`src/cgst_defs.vh`:
```
// Constants for the gated counter front end: register offsets, field positions,
// reset values, bus response codes and the counter clock divider.
// Assumes inclusion by the design files of this block only.
`ifndef CGST_DEFS_VH
`define CGST_DEFS_VH

// Byte offsets of the registers on the register bus.
`define CGST_OFS_CTRL        4'h0
`define CGST_OFS_STATUS      4'h4
`define CGST_OFS_COUNT       4'h8
`define CGST_OFS_TIMER       4'hc

// Field positions in the gate control register.
`define CGST_CTRL_GATE_EN    0
`define CGST_CTRL_COUNT_ON   1
`define CGST_CTRL_SEL_LO     2
`define CGST_CTRL_SEL_HI     3
`define CGST_CTRL_POLARITY   4
`define CGST_CTRL_TOGGLE     5
`define CGST_CTRL_C1_SYNC    6
`define CGST_CTRL_C2_SYNC    7
`define CGST_CTRL_TIMER_ON   8
`define CGST_CTRL_WIDTH      9

// Field positions in the status register.
`define CGST_STAT_GATE       0
`define CGST_STAT_TOGGLE     1

// Gate source select codes.
`define CGST_SRC_PIN         2'h0
`define CGST_SRC_OVERFLOW    2'h1
`define CGST_SRC_COMP_ONE    2'h2
`define CGST_SRC_COMP_TWO    2'h3

// Reset values and the timer wrap value.
`define CGST_CTRL_RESET      9'h000
`define CGST_COUNT_RESET     16'h0000
`define CGST_TIMER_RESET     8'h00
`define CGST_TIMER_MAX       8'hff

// Bus response codes.
`define CGST_RESP_OKAY       2'h0
`define CGST_RESP_SLVERR     2'h2

// Counter clock divider: a tick every (last + 1) core clock cycles.
`define CGST_TICK_LAST       4'h0

`endif

```
`src/cgst_top.v`:
```
// Gated 16-bit counter front end with an 8-bit overflow timer, behind an
// AXI4-Lite register slave.
// Assumes all pins synchronous to core_clk and one write and one read at most
// in flight, as the bus master guarantees.
//
// Behaviour
// - two-bit field selects one of four sources
// - polarity bit clear inverts the chosen source
// - timer wrap FFh to 00h pulses gate
// - external gate pin is a source
// - comparator source synchronised or passed through
// - toggle flop flips on incrementing edges
// - toggle bit clear holds flop clear
`timescale 1ns/1ns
`default_nettype none
`include "cgst_defs.vh"

module cgst_top
(
    // Clock and reset.
    input  wire        core_clk,
    input  wire        arst_n,
    // Write address channel.
    input  wire [3:0]  s_axi_awaddr,
    input  wire        s_axi_awvalid,
    output reg         s_axi_awready,
    // Write data channel.
    input  wire [31:0] s_axi_wdata,
    input  wire [3:0]  s_axi_wstrb,
    input  wire        s_axi_wvalid,
    output reg         s_axi_wready,
    // Write response channel.
    output reg  [1:0]  s_axi_bresp,
    output reg         s_axi_bvalid,
    input  wire        s_axi_bready,
    // Read address channel.
    input  wire [3:0]  s_axi_araddr,
    input  wire        s_axi_arvalid,
    output reg         s_axi_arready,
    // Read data channel.
    output reg  [31:0] s_axi_rdata,
    output reg  [1:0]  s_axi_rresp,
    output reg         s_axi_rvalid,
    input  wire        s_axi_rready,
    // Gate sources.
    input  wire        gateInputPin,
    input  wire        comparatorOneOut,
    input  wire        comparatorTwoOut,
    // Observed state.
    output reg         gateLevel,
    output reg  [15:0] gatedCounter
);

    // Register index codes returned by the address decoder.
    localparam [2:0] IDX_CTRL   = 3'h0;
    localparam [2:0] IDX_STATUS = 3'h1;
    localparam [2:0] IDX_COUNT  = 3'h2;
    localparam [2:0] IDX_TIMER  = 3'h3;
    localparam [2:0] IDX_NONE   = 3'h4;

    reg  [`CGST_CTRL_WIDTH-1:0] ctrl_q;     // Gate control register.
    reg  [7:0]                  timer_q;    // Eight-bit timer count.
    reg                         ovf_q;      // Timer overflow pulse.
    reg  [3:0]                  div_q;      // Counter clock divider.
    reg                         tick_q;     // Counter clock enable pulse.
    reg  [3:0]                  awAddr_q;   // Held write address.
    reg  [31:0]                 wData_q;    // Held write data.
    reg  [3:0]                  wStrb_q;    // Held write strobes.
    wire                        gateNow;    // Conditioned gate.
    wire                        toggleNow;  // Toggle flop state.
    wire                        doWrite;    // Both write halves held.
    wire [2:0]                  wrIdx;      // Decoded write register.
    wire [2:0]                  rdIdx;      // Decoded read register.
    wire                        wrCtrl;     // Write hits control.
    wire                        wrCount;    // Write hits counter.
    wire                        wrTimer;    // Write hits timer.
    wire [15:0]                 cntMerged;  // Counter merged with strobes.
    wire [15:0]                 ctlMerged;  // Control merged with strobes.

    // Maps a byte address onto a register index; misaligned is unmapped.
    function [2:0] regIndex;
        input [3:0] addr;
        begin
            case (addr)
                `CGST_OFS_CTRL:   regIndex = IDX_CTRL;
                `CGST_OFS_STATUS: regIndex = IDX_STATUS;
                `CGST_OFS_COUNT:  regIndex = IDX_COUNT;
                `CGST_OFS_TIMER:  regIndex = IDX_TIMER;
                default:          regIndex = IDX_NONE;
            endcase
        end
    endfunction

    // Applies the two low byte strobes to a 16-bit register value.
    function [15:0] mergeLanes;
        input [15:0] old;
        input [15:0] data;
        input [1:0]  strb;
        begin
            mergeLanes[7:0]  = strb[0] ? data[7:0]  : old[7:0];
            mergeLanes[15:8] = strb[1] ? data[15:8] : old[15:8];
        end
    endfunction

    assign doWrite   = !s_axi_awready && !s_axi_wready && !s_axi_bvalid;
    assign wrIdx     = regIndex(awAddr_q);
    assign rdIdx     = regIndex(s_axi_araddr);
    assign wrCtrl    = doWrite && (wrIdx == IDX_CTRL);
    assign wrCount   = doWrite && (wrIdx == IDX_COUNT);
    assign wrTimer   = doWrite && (wrIdx == IDX_TIMER) && wStrb_q[0];
    assign cntMerged = mergeLanes(gatedCounter, wData_q[15:0], wStrb_q[1:0]);
    assign ctlMerged = mergeLanes({7'h00, ctrl_q}, wData_q[15:0], wStrb_q[1:0]);

    // Divider that makes the counter clock enable.
    always @(posedge core_clk or negedge arst_n)
    begin
        if (!arst_n)
        begin
            div_q  <= 4'h0;
            tick_q <= 1'b0;
        end
        else if (div_q == `CGST_TICK_LAST)
        begin
            div_q  <= 4'h0;
            tick_q <= 1'b1;
        end
        else
        begin
            div_q  <= div_q + 4'h1;
            tick_q <= 1'b0;
        end
    end

    // Eight-bit timer; a bus write with byte lane 0 strobed replaces the count.
    always @(posedge core_clk or negedge arst_n)
    begin
        if (!arst_n)
        begin
            timer_q <= `CGST_TIMER_RESET;
            ovf_q   <= 1'b0;
        end
        else if (wrTimer)
        begin
            timer_q <= wData_q[7:0];
            ovf_q   <= 1'b0;
        end
        else if (ctrl_q[`CGST_CTRL_TIMER_ON])
        begin
            timer_q <= timer_q + 8'h01;
            ovf_q   <= (timer_q == `CGST_TIMER_MAX);
        end
        else
        begin
            ovf_q <= 1'b0;
        end
    end

    // Gate conditioning path.
    cgst_gate_cond u_gate
    (
        .clk           (core_clk),
        .arstN         (arst_n),
        .tick          (tick_q),
        .sourceSel     (ctrl_q[`CGST_CTRL_SEL_HI:`CGST_CTRL_SEL_LO]),
        .polarity      (ctrl_q[`CGST_CTRL_POLARITY]),
        .toggleEn      (ctrl_q[`CGST_CTRL_TOGGLE]),
        .compOneSync   (ctrl_q[`CGST_CTRL_C1_SYNC]),
        .compTwoSync   (ctrl_q[`CGST_CTRL_C2_SYNC]),
        .gatePin       (gateInputPin),
        .overflowPulse (ovf_q),
        .compOne       (comparatorOneOut),
        .compTwo       (comparatorTwoOut),
        .gateOut       (gateNow),
        .toggleState   (toggleNow)
    );

    // Gated counter; a bus write takes priority over counting.
    always @(posedge core_clk or negedge arst_n)
    begin
        if (!arst_n)
        begin
            gatedCounter <= `CGST_COUNT_RESET;
            gateLevel    <= 1'b0;
        end
        else
        begin
            gateLevel <= gateNow;
            if (wrCount)
            begin
                gatedCounter <= cntMerged;
            end
            else if (tick_q && ctrl_q[`CGST_CTRL_COUNT_ON]
                     && (!ctrl_q[`CGST_CTRL_GATE_EN] || gateNow))
            begin
                gatedCounter <= gatedCounter + 16'h0001;
            end
        end
    end

    // Control register; software must not flip toggle and polarity together.
    always @(posedge core_clk or negedge arst_n)
    begin
        if (!arst_n)
        begin
            ctrl_q <= `CGST_CTRL_RESET;
        end
        else if (wrCtrl)
        begin
            ctrl_q <= ctlMerged[`CGST_CTRL_WIDTH-1:0];
        end
    end

    // Write channels: each half is held until the response is taken.
    always @(posedge core_clk or negedge arst_n)
    begin
        if (!arst_n)
        begin
            s_axi_awready <= 1'b1;
            s_axi_wready  <= 1'b1;
            s_axi_bvalid  <= 1'b0;
            s_axi_bresp   <= `CGST_RESP_OKAY;
            awAddr_q      <= 4'h0;
            wData_q       <= 32'h00000000;
            wStrb_q       <= 4'h0;
        end
        else
        begin
            // Address half taken.
            if (s_axi_awready && s_axi_awvalid)
            begin
                awAddr_q      <= s_axi_awaddr;
                s_axi_awready <= 1'b0;
            end
            // Data half taken.
            if (s_axi_wready && s_axi_wvalid)
            begin
                wData_q      <= s_axi_wdata;
                wStrb_q      <= s_axi_wstrb;
                s_axi_wready <= 1'b0;
            end
            // Both halves present: the write lands and the response rises.
            if (doWrite)
            begin
                s_axi_bvalid <= 1'b1;
                s_axi_bresp  <= (wrIdx == IDX_NONE) ? `CGST_RESP_SLVERR
                                                    : `CGST_RESP_OKAY;
            end
            // Response taken: reopen both channels.
            else if (s_axi_bvalid && s_axi_bready)
            begin
                s_axi_bvalid  <= 1'b0;
                s_axi_awready <= 1'b1;
                s_axi_wready  <= 1'b1;
            end
        end
    end

    // Read channels: data registered on the same edge that takes the address.
    always @(posedge core_clk or negedge arst_n)
    begin
        if (!arst_n)
        begin
            s_axi_arready <= 1'b1;
            s_axi_rvalid  <= 1'b0;
            s_axi_rdata   <= 32'h00000000;
            s_axi_rresp   <= `CGST_RESP_OKAY;
        end
        else if (s_axi_arready && s_axi_arvalid)
        begin
            s_axi_arready <= 1'b0;
            s_axi_rvalid  <= 1'b1;
            s_axi_rresp   <= `CGST_RESP_OKAY;
            case (rdIdx)
                IDX_CTRL:   s_axi_rdata <= {23'h000000, ctrl_q};
                IDX_STATUS: s_axi_rdata <= {30'h00000000, toggleNow, gateNow};
                IDX_COUNT:  s_axi_rdata <= {16'h0000, gatedCounter};
                IDX_TIMER:  s_axi_rdata <= {24'h000000, timer_q};
                default:
                begin
                    s_axi_rdata <= 32'h00000000;
                    s_axi_rresp <= `CGST_RESP_SLVERR;
                end
            endcase
        end
        else if (s_axi_rvalid && s_axi_rready)
        begin
            s_axi_rvalid  <= 1'b0;
            s_axi_arready <= 1'b1;
        end
    end

endmodule
`default_nettype wire

```
`src/cgst_gate_cond.v`:
```
// Gate conditioning path: source select, polarity, optional comparator
// synchronisation and the toggle flip-flop.
// Assumes a single core clock and a one-cycle counter clock enable pulse.
`timescale 1ns/1ns
`default_nettype none
`include "cgst_defs.vh"

module cgst_gate_cond
(
    // Clock, reset and counter clock enable.
    input  wire       clk,
    input  wire       arstN,
    input  wire       tick,
    // Configuration.
    input  wire [1:0] sourceSel,
    input  wire       polarity,
    input  wire       toggleEn,
    input  wire       compOneSync,
    input  wire       compTwoSync,
    // Gate sources.
    input  wire       gatePin,
    input  wire       overflowPulse,
    input  wire       compOne,
    input  wire       compTwo,
    // Conditioned results.
    output wire       gateOut,
    output wire       toggleState
);

    reg  compOne_q;   // Comparator one sampled on the counter clock.
    reg  compTwo_q;   // Comparator two sampled on the counter clock.
    reg  prevGate_q;  // Polarised gate one tick earlier, for edge detect.
    reg  toggle_q;    // Toggle flip-flop.
    reg  selected;    // Chosen raw source.
    wire polarised;   // Source after polarity.
    wire risingEdge;  // Incrementing edge of the polarised gate.

    // Comparators may be sampled on the counter clock or passed straight.
    always @(posedge clk or negedge arstN)
    begin
        if (!arstN)
        begin
            compOne_q <= 1'b0;
            compTwo_q <= 1'b0;
        end
        else if (tick)
        begin
            compOne_q <= compOne;
            compTwo_q <= compTwo;
        end
    end

    // Source multiplexer.
    always @*
    begin
        case (sourceSel)
            `CGST_SRC_PIN:      selected = gatePin;
            `CGST_SRC_OVERFLOW: selected = overflowPulse;
            `CGST_SRC_COMP_ONE: selected = compOneSync ? compOne_q : compOne;
            `CGST_SRC_COMP_TWO: selected = compTwoSync ? compTwo_q : compTwo;
            default:            selected = 1'b0;
        endcase
    end

    assign polarised  = polarity ? selected : ~selected;
    assign risingEdge = polarised & ~prevGate_q;

    // Toggle flip-flop flips on each incrementing edge, seen at tick rate.
    always @(posedge clk or negedge arstN)
    begin
        if (!arstN)
        begin
            prevGate_q <= 1'b0;
            toggle_q   <= 1'b0;
        end
        else
        begin
            if (tick)
            begin
                prevGate_q <= polarised;
            end
            if (!toggleEn)
            begin
                toggle_q <= 1'b0;
            end
            else if (tick && risingEdge)
            begin
                toggle_q <= ~toggle_q;
            end
        end
    end

    // Toggle mode measures a full period rather than one level.
    assign gateOut     = toggleEn ? toggle_q : polarised;
    assign toggleState = toggle_q;

endmodule
`default_nettype wire

```
`config.mk`:
```
export PLATFORM = sky130hd
export DESIGN_NAME = cgst_top
export DESIGN_NICKNAME = d
export VERILOG_FILES = /design/src/cgst_top.v /design/src/cgst_gate_cond.v
export VERILOG_INCLUDE_DIRS = /design/src
export SDC_FILE = /design/constraint.sdc
export NUM_CORES = 1
export LEC_CHECK = 0
export BUFFER_PORTS_ARGS = -buffer_cell sky130_fd_sc_hd__buf_2
export CAP_MARGIN = 20
export CORE_UTILIZATION = 35
export DETAILED_ROUTE_END_ITERATION = 8
export HOLD_SLACK_MARGIN = 0.03
export PLACE_DENSITY = 0.61
export SYNTH_ARGS = -nofsm -noshare
export SYNTH_HDL_FRONTEND = slang
export SYNTH_SLANG_ARGS = --single-unit
```
`constraint.sdc`:
```
create_clock -name core_clk -period 2.2 [get_ports core_clk]
set_input_delay 0.11 -clock core_clk [delete_from_list [all_inputs] [get_ports core_clk]]
set_output_delay 0.11 -clock core_clk [all_outputs]
set_load 0.02 [all_outputs]
```
# --- Yosys cells after proc, flatten, opt, wreduce, memory -nomap -nowiden ---
# Index checks and enable logic that the tools add are counted.
# W data, S select, Z words.
word_totals:
  latch_bits: 0
  elab_cells: 118
  ram_bits: 0
  out_inout_bits: 58
  reg_bits: 107
  mem_bits_ro: 0
  memories: 0
classes:
  n_mul: 0
  eq_ne: 19
  n_bitwise: 4
  muxes: 34
  magnitude_cmp: 0
  n_div: 0
  shift: 0
  addsub: 3
  n_reduce_logical: 34
ops:
  columns: ["operator", "count"]
  rows:
  - ["$pmux W16 S4", 1]
  - ["$mux W16", 2]
  - ["$mux W8", 4]
  - ["$pmux W3 S4", 2]
  - ["$mux W1", 21]
  - ["$add A16 B1 Y16 const B", 1]
  - ["$eq A4 B4 Y1 const B", 4]
  - ["$logic_and A1 B1 Y1", 14]
  - ["$eq A3 B2 Y1 const B", 4]
  - ["$logic_not A4 Y1", 3]
  - ["$add A8 B1 Y8 const B", 1]
  - ["$eq A4 B3 Y1 const B", 2]
  - ["$eq A8 B8 Y1 const B", 1]
  - ["$reduce_and A2 Y1", 4]
  - ["$reduce_bool A2 Y1", 4]
  - ["$logic_not A3 Y1", 2]
  - ["$add A4 B1 Y4 const B", 1]
  - ["$eq A2 B2 Y1 const B", 2]
  - ["$logic_not A1 Y1", 4]
  - ["$mux W2", 2]
  - ["$mux W4", 1]
  - ["$ne A2 B2 Y1 const B", 2]
  - ["$pmux W1 S4", 1]
  - ["$reduce_or A4 Y1", 1]
  - ["8 further kinds", 10]

# --- Longest topological paths before layout ---
# Gate-level depths: netlist of the first run.
logic_depth:
  depth_word: 9
  depth_mapped: 8
  ltp_nobuf: 6

# --- Hierarchy ---
# Synthesis of the first run repeated with hierarchy kept, for this count alone.
unflattened:
  cells_unflattened: 394
  area_unflattened_um2: 4406.7
by_module_without_submodules:
  columns: ["mod", "n_inst", "area_per_inst_um2", "seq_area_each_um2", "cells_each"]
  rows:
  - ["cgst_top", 1, 4086.4, 2130.8, 364]
  - ["cgst_gate_cond", 1, 320.3, 100.1, 30]

# --- Worst setup path after synthesis of the first run ---
# OpenSTA, ideal clock, no wires.
synth_timing:
  path_kind: "register to register"
  start: "reg ctrl_q[7]"
  end: "reg s_axi_rdata[0]"
  setup_ns: 0.121
  stages_incl_launch_ff: 7
  arrival_ns: 2.218
  synth_period_minus_slack_ns: 2.339
  slack_ns: -0.139
  cell_sequence: "dfrtp_1 -> mux2_1 -> mux4_2 -> xnor2_1 -> mux2_2 -> mux4_2 -> a22o_1"
synth_between:
  elab_chain_cells: 6
synth_rtl:
  columns: ["element", "line", "text"]
  rows:
  - ["start: declaration", "cgst_top.v:61", "reg [`CGST_CTRL_WIDTH-1:0] ctrl_q;"]
  - ["start signal: assignment", "cgst_top.v:205", "ctrl_q <= `CGST_CTRL_RESET;"]
  - ["start signal: assignment", "cgst_top.v:209", "ctrl_q <= ctlMerged[`CGST_CTRL_WIDTH-1:0];"]
  - ["$mux W1 *", "cgst_gate_cond.v:60", "`CGST_SRC_COMP_TWO: selected = compTwoSync ? compTwo_q : compTwo;"]
  - ["$pmux W1 S4 *", "cgst_gate_cond.v:56", "case (sourceSel)"]
  - ["$not A1 Y1", "cgst_gate_cond.v:65", "assign polarised = polarity ? selected : ~selected;"]
  - ["$mux W1 *", "cgst_gate_cond.v:65", null]
  - ["$mux W1 *", "cgst_gate_cond.v:94", "assign gateOut = toggleEn ? toggle_q : polarised;"]
  - ["net gateNow", "cgst_top.v:69", "wire gateNow;"]
  - ["$pmux W16 S4 *", "cgst_top.v:273", "case (rdIdx)"]
  - ["end signal: assignment", "cgst_top.v:274", "IDX_CTRL: s_axi_rdata <= {23'h000000, ctrl_q};"]
  - ["end signal: assignment", "cgst_top.v:275", "IDX_STATUS: s_axi_rdata <= {30'h00000000, toggleNow, gateNow};"]
  - ["end signal: assignment", "cgst_top.v:276", "IDX_COUNT: s_axi_rdata <= {16'h0000, gatedCounter};"]
  - ["end: declaration", "cgst_top.v:41", "output reg [31:0] s_axi_rdata,"]
# The timed path passes the listed nets; every way through them passes the cells marked *.
# A chain may end at the register's enable or synchronous reset.

# --- Final worst setup path of the first run ---
layout_timing:
  start: "reg ctrl_q[7]"
  end: "reg gatedCounter[0]"
layout_between:
  elab_chain_cells: 9
layout_rtl:
  columns: ["element", "line", "text"]
  rows:
  - ["$mux W1 *", "cgst_gate_cond.v:60", null]
  - ["$pmux W1 S4 *", "cgst_gate_cond.v:56", null]
  - ["$not A1 Y1", "cgst_gate_cond.v:65", null]
  - ["$mux W1 *", "cgst_gate_cond.v:65", null]
  - ["$mux W1 *", "cgst_gate_cond.v:94", null]
  - ["$logic_or A1 B1 Y1 *", "cgst_top.v:193", "&& (!ctrl_q[`CGST_CTRL_GATE_EN] || gateNow))"]
  - ["$logic_and A1 B1 Y1 *", "cgst_top.v:192", "else if (tick_q && ctrl_q[`CGST_CTRL_COUNT_ON]"]
  - ["$reduce_bool A2 Y1 (no source line) *", null, null]
  - ["$reduce_and A2 Y1 (no source line) *", null, null]
  - ["end signal: assignment", "cgst_top.v:182", "gatedCounter <= `CGST_COUNT_RESET;"]
  - ["end signal: assignment", "cgst_top.v:190", "gatedCounter <= cntMerged;"]
  - ["end signal: assignment", "cgst_top.v:195", "gatedCounter <= gatedCounter + 16'h0001;"]
  - ["end: declaration", "cgst_top.v:51", "output reg [15:0] gatedCounter"]
# Every way passes the cells marked *; elsewhere a longest branch is shown, timed or not.

==> results.ini, run 1 <==
[outcome]
status = complete, but fails checks
violations = setup timing

[timing]
hold_viol = 0
slew_violations = 0
rsz0062_at_grt = yes
min_period_over_period = 1.099
min_period_ns = 2.418
setup_ws_ns = -0.2179
fin_worst_skew_ns = 0.008883
slew_headroom = 0.4833
setup_viol = 16
clock.fmax_ghz = 0.4136
worst_pin_slew_ns = 0.7732

[detailed_routing]
wl_per_cell_um = 16.81
drc = 0
wl_um = 11530
ant_nets = 0
num_vias = 3586
routed_via_density = 5.227
initialDrtViolationCount = 371
first_pass_iters = 4

[worst_hold_path]
hold_path.class = input port to flip-flop

[place]
place.gp.congestion = 0.8743
hpwl_um = 7814
portBuffers = 75

[floorplanning]
die_w_um = 112.8
ios = 112
std_cell_rows = 40
dieArea_um2 = 12720
start_util = 0.3577
dieHeight_um = 112.8
core-area_um2 = 12010

[setup_path]
crit_top_cell = buf_6
arrival_ns = 2.64
worst-path-max-fanout = 7
slowest_stage = mux4_2
crit_required_ns = 2.43
cp-start-kind = flip-flop
end_kind = flip-flop
cp_slowest_stage_delay_ns = 0.54
worstPathCellList = mux2_4 > mux4_2 > mux2i_4 > buf_4 > buf_6 > nor2_4 > buf_6 > buf_6 > o31a_1
critPathKind = flip-flop to flip-flop

[yosys]
synth_cells = 391
ys.flop_type = dfrtp_1
ys_warn_count = 0
synth_cell_type_count = 47
synth-seq-cells = 89
ys_seq_area_frac = 0.5192
syn_area_um2 = 4297
ys_async_sr_fraction = 1.000
syn_avg_cell_area_um2 = 10.99
synth_edf_count = 0

[global_route]
grt_use_total = 0.1918
grt_max_degree = 44
first_global_vias = 3658
antenna_found_initial = 0
grt_pass1_wl_um = 18740
grt-ovfl-total = 0

[flow_run]
drv_cap = 0

[clock_network]
cts_num_sinks = 89
clock-root-buffer = clkbuf_16
clk_latency_ns = 0.34
clk_pin_slew_ns = 0.06
cts_made_buffers = 9
tritoncts = done
htree_levels = 3
cts_buffer_depth = 2

[layout]
layout_common_cells = dfrtp_1 (86), buf_2 (74), mux2_2 (42)
final_common_cell = dfrtp_1
antenna_cells = 0
layout-drive-gt1-share = 0.3803
utilization = 0.4878
nNetsFinal = 592
syn_to_final_growth_pct = 36.37

[power_and_ir_drop]
power.leakage_nw = 2.683
vdd_drop_max_mv = 0.6637
total_power_mw = 7.691
p_per_area_nw_per_um2 = 1313

## cell type report
type,instances,area [um^2]
Clock inverter,3,42.54
Inverter,12,45.04
Timing Repair Buffer,147,1040
Sequential cell,89,2231
Tap cell,147,183.9
Clock buffer,13,240.2
Multi-Input combinational cell,275,2077
Fill cell,1098,6152
## registers in the layout, summed over array words and instances, names as in the netlist, 2 cells and up
signal,count
wData_q,16
gatedCounter,16
ctrl_q,9
s_axi_rdata,16
div_q,4
awAddr_q,4
timer_q,8
wStrb_q,2
## path summary, 6_finish.rpt
check                                       from                to  slack (ns)  depth (start not counted)
worst max-delay path                   ctrl_q[7]   gatedCounter[0]       -0.22                          9
worst min-delay path            comparatorTwoOut  u_gate.compTwo_q        0.04                          2
worst min register to register    s_axi_rdata[6]    s_axi_rdata[6]        0.48                          2
worst max register to register         ctrl_q[7]   gatedCounter[0]       -0.22                          9
min in group asynchronous                 arst_n       wData_q[14]        0.29                          2
max in group asynchronous                 arst_n     s_axi_arready        1.21                          3
## Yosys cell counts, drive strengths merged, types with 5 or more instances
cell type | number | area share
a21oi | 19 | 0.022
nor2 | 32 | 0.029
o21ai | 14 | 0.016
nand2 | 30 | 0.026
xor2 | 7 | 0.014
or3 | 6 | 0.0087
a211oi | 5 | 0.0087
dfrtp | 86 | 0.50
nand3 | 13 | 0.015
inv | 12 | 0.010
nor3 | 9 | 0.010
nand4 | 6 | 0.0087
a22oi | 6 | 0.010
a22o | 9 | 0.018
mux2 | 44 | 0.12
clkbuf | 8 | 0.0070
buf | 24 | 0.041
## stage by stage
| step | cell area [um^2] | std cells | TNS, ns | hold WS [ns] | worst slack (ns) |
|---|---|---|---|---|---|
| after CTS | 5776 | 683 | -1.015 | 0.03083 | -0.2138 |
| after global placement | 4954 | 628 | -1.821 | 0.1315 | -0.1944 |
| after detailed placement | 4954 | 628 | -3.047 | 0.1388 | -0.2591 |
| final | 5859 | 686 | -2.386 | 0.03573 | -0.2179 |
| after floorplan | 4378 | 408 | -0.2079 | -0.1856 | -0.1370 |
| after global routing | 5859 | 686 | -3.539 | 0.04661 | -0.2930 |
## routing by layer
metal  global-route usage  share of wire  vias to the layer above
li1                     -              -                     1667
met1               0.2379           0.43                     1757
met2               0.3189           0.50                      142
met3              0.05570          0.058                       20
met4              0.06844          0.017                        0
met5                    0              0                        -
## logic make-up (layout without fill, tap and decap cells)
family          Yosys count  count (layout)  share of synthesized area
buf+inv                  44             175                    0.05824
flops                    89              89                     0.5192
fa+ha+maj                 4               4                    0.01165
other cells               1              18                  0.0008728
simple gates            118             118                     0.1325
compound gates           74              74                     0.1168
mux                      51              51                     0.1404
xor+xnor                 10              10                    0.02039
## worst max-delay path: cells and delay by family, from the launching register on
kind,cells,cell delay (ns)
flops,1,0.40
mux,3,1.12
compound gates,1,0.23
simple gates,1,0.04
buf+inv,4,0.51
## report_power, final
| group | switching, mW | internal (mW) | total [mW] |
|---|---|---|---|
| clock | 0.610 | 0.880 | 1.49 |
| sequential | 0.734 | 2.26 | 3.00 |
| combinational | 1.58 | 1.62 | 3.20 |
## what timing repair did
item                                    4_1_cts  5_1_grt
cloned                                        0        0
buffers inserted                              7        3
gates resized for setup                      35       13
pin swaps                                    14        8
endpoints found under the setup margin       17       17
hold endpoints to repair                     66        0
hold buffers                                 32        0
Note: power is estimated with default switching activity, not from simulation.
==> inputs of run 2 (changes only) <==
- clock period: 2.2 -> 2.03 ns (I/O delays scaled with it)
==> run 2 against run 1 <==
Against the previous run: the run still ends with setup timing left; die area stayed put; utilization is 0.77 points lower; sequential power is 6.7% higher; clock skew is 0.0020 ns lower; cell count is 0.15% higher; worst hold slack better by 0.051 ns; final area is 1.6% lower; critical path depth is 3 lower; via count is 2.3% lower.
==> results.ini, run 2 (synthesis gave the netlist of run 1 again) <==
[outcome]
status = complete, but fails checks  ; unchanged
violations = setup timing  ; unchanged

[place]
dpl_cell_area_um2 = 5031  ; was 4954 um^2
post-place-ws_ns = -0.3675  ; was -0.2591 ns
hpwl_um = 7899  ; was 7814 um
portBuffers = 75  ; unchanged
place.gp.congestion = 0.8087  ; was 0.8743

[power_and_ir_drop]
total_power_mw = 8.251  ; was 7.691 mW
vdd_drop_max_mv = 0.5608  ; was 0.6637 mV
p_per_area_nw_per_um2 = 1431  ; was 1313 nW/um^2
power.leakage_nw = 2.666  ; was 2.683 nW

[timing]
min_period_ns = 2.406  ; was 2.418 ns
setup_viol = 17  ; was 16
fin_hold_ws_ns = 0.08689  ; was 0.03573 ns
min_period_over_period = 1.185  ; was 1.099
rsz0062_at_grt = yes  ; unchanged
setup_ws_ns = -0.3764  ; was -0.2179 ns
slew_violations = 0  ; unchanged
hold_viol = 0  ; unchanged
clock.fmax_ghz = 0.4156  ; was 0.4136 GHz
fin_worst_skew_ns = 0.006834  ; was 0.008883 ns

[detailed_routing]
wl_um = 10810  ; was 11530 um
ant_nets = 0  ; unchanged
routed_via_density = 5.099  ; was 5.227
initialDrtViolationCount = 199  ; was 371
drc = 0  ; unchanged
first_pass_iters = 4  ; unchanged
num_vias = 3503  ; was 3586
wl_per_cell_um = 15.74  ; was 16.81 um

[layout]
regArea_um2 = 2231  ; unchanged
final_common_cell = dfrtp_1  ; unchanged
final_cell_area_um2 = 5767  ; was 5859 um^2
syn_to_final_growth_pct = 34.22  ; was 36.37%
reg_top3 = gatedCounter x16, s_axi_rdata x16, wData_q x16  ; unchanged
layout-drive-gt1-share = 0.3556  ; was 0.3803
layout_common_cells = dfrtp_1 (86), buf_2 (74), mux2_2 (42)  ; unchanged
multi_input_comb_area_um2 = 1952  ; was 2077 um^2
nNetsFinal = 593  ; was 592
antenna_cells = 0  ; unchanged
n_fill_cell = 1126  ; was 1098

[setup_path]
crit_required_ns = 2.26  ; was 2.43 ns
worst-path-max-fanout = 2  ; was 7
cp-start-kind = flip-flop  ; unchanged
end_kind = flip-flop  ; unchanged
critPathKind = flip-flop to flip-flop  ; unchanged
arrival_ns = 2.64  ; about the same

[clock_network]
htree_levels = 3  ; unchanged
clk_latency_ns = 0.34  ; about the same
clk_pin_slew_ns = 0.07  ; was 0.06 ns
clock-root-buffer = clkbuf_16  ; unchanged
tritoncts = done  ; unchanged
cts_made_buffers = 9  ; unchanged
cts_buffer_depth = 2  ; unchanged
cts_num_sinks = 89  ; unchanged

[floorplanning]
core-area_um2 = 12010  ; unchanged
dieHeight_um = 112.8  ; unchanged
start_util = 0.3577  ; unchanged
std_cell_rows = 40  ; unchanged
die_w_um = 112.8  ; unchanged
dieArea_um2 = 12720  ; unchanged
ios = 112  ; unchanged

[global_route]
grt_max_degree = 39  ; was 44
grt_use_met2 = 0.2872  ; was 0.3189
first_global_vias = 3402  ; was 3658
grt-ovfl-total = 0  ; unchanged
grt_pass1_wl_um = 17620  ; was 18740 um
use_met1 = 0.2420  ; was 0.2379
grt_use_total = 0.1785  ; was 0.1918
grtUsageMet3 = 0.02678  ; was 0.05570
antenna_found_initial = 0  ; unchanged
grt.busiest_layer = met2  ; unchanged

[worst_hold_path]
hold_path.class = input port to flip-flop  ; unchanged

[flow_run]
drv_cap = 0  ; unchanged

[run 2: cell types whose count changed in the layout (fill, tap and decap cells not counted), moves of 2 or more]
cell	before	now
buf_4	30	40
o32ai_1	0	2
o21ai_1	3	1
bufinv_16	1	3
buf_6	11	0
nor3_1	6	8
a21oi_2	4	0
o21ai_0	11	13
a21oi_1	15	19
clkbuf_1	4	1
[run 2: power breakdown]
part	switching, mW	internal, mW
combinational	1.58	1.57
clock	0.697	1.21
sequential	0.743	2.45
[run 2: metrics by stage]
step,TNS (ns),util,std cells
after floorplan,-1.073,-,408
after CTS,-4.263,0.4784,685
after detailed placement,-4.685,0.4189,633
after global routing,-5.988,0.4801,687
final,-4.597,0.4801,687
after global placement,-3.826,0.4189,633
[run 2: critical path, cell delays in order, from the launching register on]
cell	delay [ns]
dfrtp_1	0.40
mux2_4	0.30
mux4_2	0.53
xnor2_2	0.16
mux2_4	0.27
mux4_2	0.45
a22o_1	0.19
[run 2: final cells by class]
type | count | area share
inverter | 12 | 0.007811
multi-input combinational | 276 | 0.3385
timing repair buffer | 147 | 0.1753
tap | 147 | 0.03189
sequential | 89 | 0.3869
clock inverter | 6 | 0.01996
clock buffer | 10 | 0.03971
[run 2: path summary, 6_finish.rpt]
kind | end | cells past startpoint | slack (ns) | start
max in group asynchronous | s_axi_arready | 3 | 1.10 | arst_n
min reg2reg | s_axi_rdata[6] | 2 | 0.49 | s_axi_rdata[6]
min | s_axi_rresp[1] | 3 | 0.09 | s_axi_araddr[1]
max reg2reg | s_axi_rdata[0] | 6 | -0.38 | ctrl_q[7]
min in group asynchronous | s_axi_rdata[14] | 2 | 0.26 | arst_n
max | s_axi_rdata[0] | 6 | -0.38 | ctrl_q[7]
[run 2: metal layers]
layer	routed length [um]	part of all wire	up-vias
met5	0	0	-
met4	242	0.022	0
met3	445	0.041	20
met2	5132	0.47	90
met1	4991	0.46	1719
li1	-	-	1674
[run 2: what timing repair did]
action | in CTS | in global routing
buffers inserted | 3 | 3
cloned | 1 | 0
setup endpoints to repair | 17 | 19
gates resized for setup | 4 | 1
pin swaps | 2 | 3
hold buffers | 32 | 0
hold endpoints to repair | 60 | 0
==> inputs of run 3 (changes only) <==
- CORE_MARGIN: default -> 4
==> run 3 against run 2 <==
Against the previous run: combinational power down 2%; the flow still finishes with violations (setup timing); via count down 0.86%; non-clock buffer count down 4; clock skew about the same; global-route usage down 1.7 points; critical endpoint unchanged; clock power down 16%; sequential power about the same; critical path type unchanged; final area down 1.4%; die area up 11%; worst hold slack worse by 0.0057 ns.
==> results.ini, run 3 (synthesis gave the netlist of run 1 again) <==
[global_route]
grt_pass1_wl_um = 17960  ; was 17620 um
grt_use_total = 0.1612  ; was 0.1785
first_global_vias = 3498  ; was 3402
grt_max_degree = 65  ; was 39
grt-ovfl-total = 0  ; unchanged
antenna_found_initial = 0  ; unchanged

[detailed_routing]
initialDrtViolationCount = 219  ; was 199
routed_via_density = 5.085  ; was 5.099
wl_per_cell_um = 15.94  ; was 15.74 um
ant_nets = 0  ; unchanged
first_pass_iters = 4  ; unchanged
num_vias = 3473  ; was 3503
drc = 0  ; unchanged
wl_um = 10890  ; was 10810 um

[timing]
min_period_ns = 2.387  ; was 2.406 ns
rsz0062_at_grt = yes  ; unchanged
hold_viol = 0  ; unchanged
slew_violations = 0  ; unchanged
fin_worst_skew_ns = 0.007178  ; was 0.006834 ns
min_period_over_period = 1.176  ; was 1.185
setup_viol = 17  ; unchanged
setup_ws_ns = -0.3570  ; was -0.3764 ns
clock.fmax_ghz = 0.4189  ; was 0.4156 GHz
fin_hold_ws_ns = 0.08121  ; was 0.08689 ns

[power_and_ir_drop]
combPwrFrac = 0.391  ; was 0.382
p_int_mw = 4.933  ; was 5.231 mW
power.leakage_nw = 2.618  ; was 2.666 nW
power_switching_mw = 2.968  ; was 3.020 mW
pwr-share-seq = 0.405  ; was 0.387
vdd_drop_max_mv = 0.7148  ; was 0.5608 mV
p_per_area_nw_per_um2 = 1389  ; was 1431 nW/um^2
switching_share = 0.3756  ; was 0.3660
clkPwrFrac = 0.204  ; was 0.231

[setup_path]
r2r_start = ctrl_q[7]  ; unchanged
critPathKind = flip-flop to flip-flop  ; unchanged
crit_required_ns = 2.26  ; about the same
end_kind = flip-flop  ; unchanged
worstPathCellList = mux2_4 > mux4_2 > xnor2_2 > mux2_4 > mux4_2 > a22o_1  ; unchanged
slowest_stage = mux4_2  ; unchanged
cp-start-kind = flip-flop  ; unchanged
worst-path-max-fanout = 2  ; unchanged
reg2reg_slack_ns = -0.36  ; was -0.38 ns
cp_slowest_stage_delay_ns = 0.53  ; about the same
startpoint = ctrl_q[7]  ; unchanged
arrival_ns = 2.62  ; was 2.64 ns

[layout]
final_common_cell = dfrtp_1  ; unchanged
final_cell_area_um2 = 5688  ; was 5767 um^2
layout_common_cells = dfrtp_1 (86), buf_2 (74), mux2_2 (42)  ; unchanged
layout-drive-gt1-share = 0.3451  ; was 0.3556
nNetsFinal = 589  ; was 593
syn_to_final_growth_pct = 32.38  ; was 34.22%
reg_top3 = gatedCounter x16, s_axi_rdata x16, wData_q x16  ; unchanged
stdcell_count = 683  ; was 687
antenna_cells = 0  ; unchanged

[floorplanning]
dieHeight_um = 118.8  ; was 112.8 um
ios = 112  ; unchanged
dieArea_um2 = 14110  ; was 12720 um^2
std_cell_rows = 40  ; unchanged
core-area_um2 = 12010  ; unchanged
start_util = 0.3577  ; unchanged
die_w_um = 118.8  ; was 112.8 um

[worst_hold_path]
hold_path.class = input port to flip-flop  ; unchanged
hp-start = s_axi_araddr[0]  ; was s_axi_araddr[1]

[flow_run]
drv_cap = 0  ; unchanged

[place]
hpwl_um = 7978  ; was 7899 um
dpl_cell_area_um2 = 5016  ; was 5031 um^2
place.gp.congestion = 0.8321  ; was 0.8087
portBuffers = 75  ; unchanged
numPlacedInstances = 631  ; was 633

[clock_network]
cts_buffer_depth = 2  ; unchanged
cts_num_sinks = 89  ; unchanged
tritoncts = done  ; unchanged
clock-root-buffer = clkbuf_16  ; unchanged
cts_made_buffers = 9  ; unchanged
clk_latency_ns = 0.34  ; about the same
clk_pin_slew_ns = 0.06  ; was 0.07 ns
htree_levels = 3  ; unchanged

[outcome]
violations = setup timing  ; unchanged
status = complete, but fails checks  ; unchanged

-- run 3: changes by cell type in the layout (fill, tap and decap cells not counted), sizes merged --
cell         delta
buf             -5
bufinv          -2
clkbuf          +3
dlygate4sd3     +1
inv             -1
-- run 3: final timing paths --
| kind | end | depth (start not counted) |
|---|---|---|
| hold / removal | s_axi_rresp[1] | 3 |
| hold reg to reg | s_axi_rdata[6] | 2 |
| setup / recovery | s_axi_rdata[0] | 6 |
| min in group asynchronous | s_axi_rdata[13] | 2 |
| max in group asynchronous | s_axi_arready | 3 |
| setup reg to reg | s_axi_rdata[0] | 6 |
-- run 3: power by group through the flow --
stage / Combinational, mW / Clock [mW] / Sequential (mW)
final: 3.09 / 1.61 / 3.20
after floorplan: 1.62 / 0 / 3.30
after detailed placement: 2.93 / 0 / 3.21
after global placement: 2.87 / 0 / 3.19
after CTS: 3.08 / 1.66 / 3.19
after global routing: 3.37 / 1.71 / 3.31
-- run 3: layout make-up --
class / count / area [um^2]
timing repair buffer: 143 / 983.4
clock buffer: 13 / 240.2
fill: 1121 / 6324
multi-input combinational: 276 / 1962
inverter: 12 / 45.04
clock inverter: 3 / 42.54
sequential: 89 / 2231
tap: 147 / 183.9
-- run 3: stage by stage --
stage,util,setup TNS (ns),total power [mW],setup WS (ns)
2_1_floorplan,-,-1.073,4.919,-0.3070
3_3_place_gp,0.4176,-3.455,6.056,-0.3179
3_5_place_dp,0.4176,-4.297,6.142,-0.3603
4_1_cts,0.4707,-4.253,7.926,-0.3681
5_1_grt,0.4735,-5.450,8.380,-0.4251
6_report,0.4735,-3.831,7.901,-0.3570
-- run 3: what timing repair did --
item / 4_1_cts / 5_1_grt
endpoints found under the setup margin: 17 / 35
hold endpoints to repair: 54 / 0
buffers inserted: 2 / 0
pin swaps: 2 / 0
resized for setup: 1 / 7
hold buffers: 33 / 0
gates cloned: 1 / 0
-- run 3: critical path, delay by kind of cell (launching register included) --
kind	cells	cell delay, ns
mux	4	1.55
compound gates	1	0.19
xor+xnor	1	0.16
flops	1	0.39
-- run 3: metal layers --
layer	GRT usage	share of wire	vias up
met2	0.2529	0.47	105
met5	0	0	-
met1	0.2198	0.46	1691
li1	-	-	1660
met3	0.02919	0.053	17
met4	0.06734	0.021	0
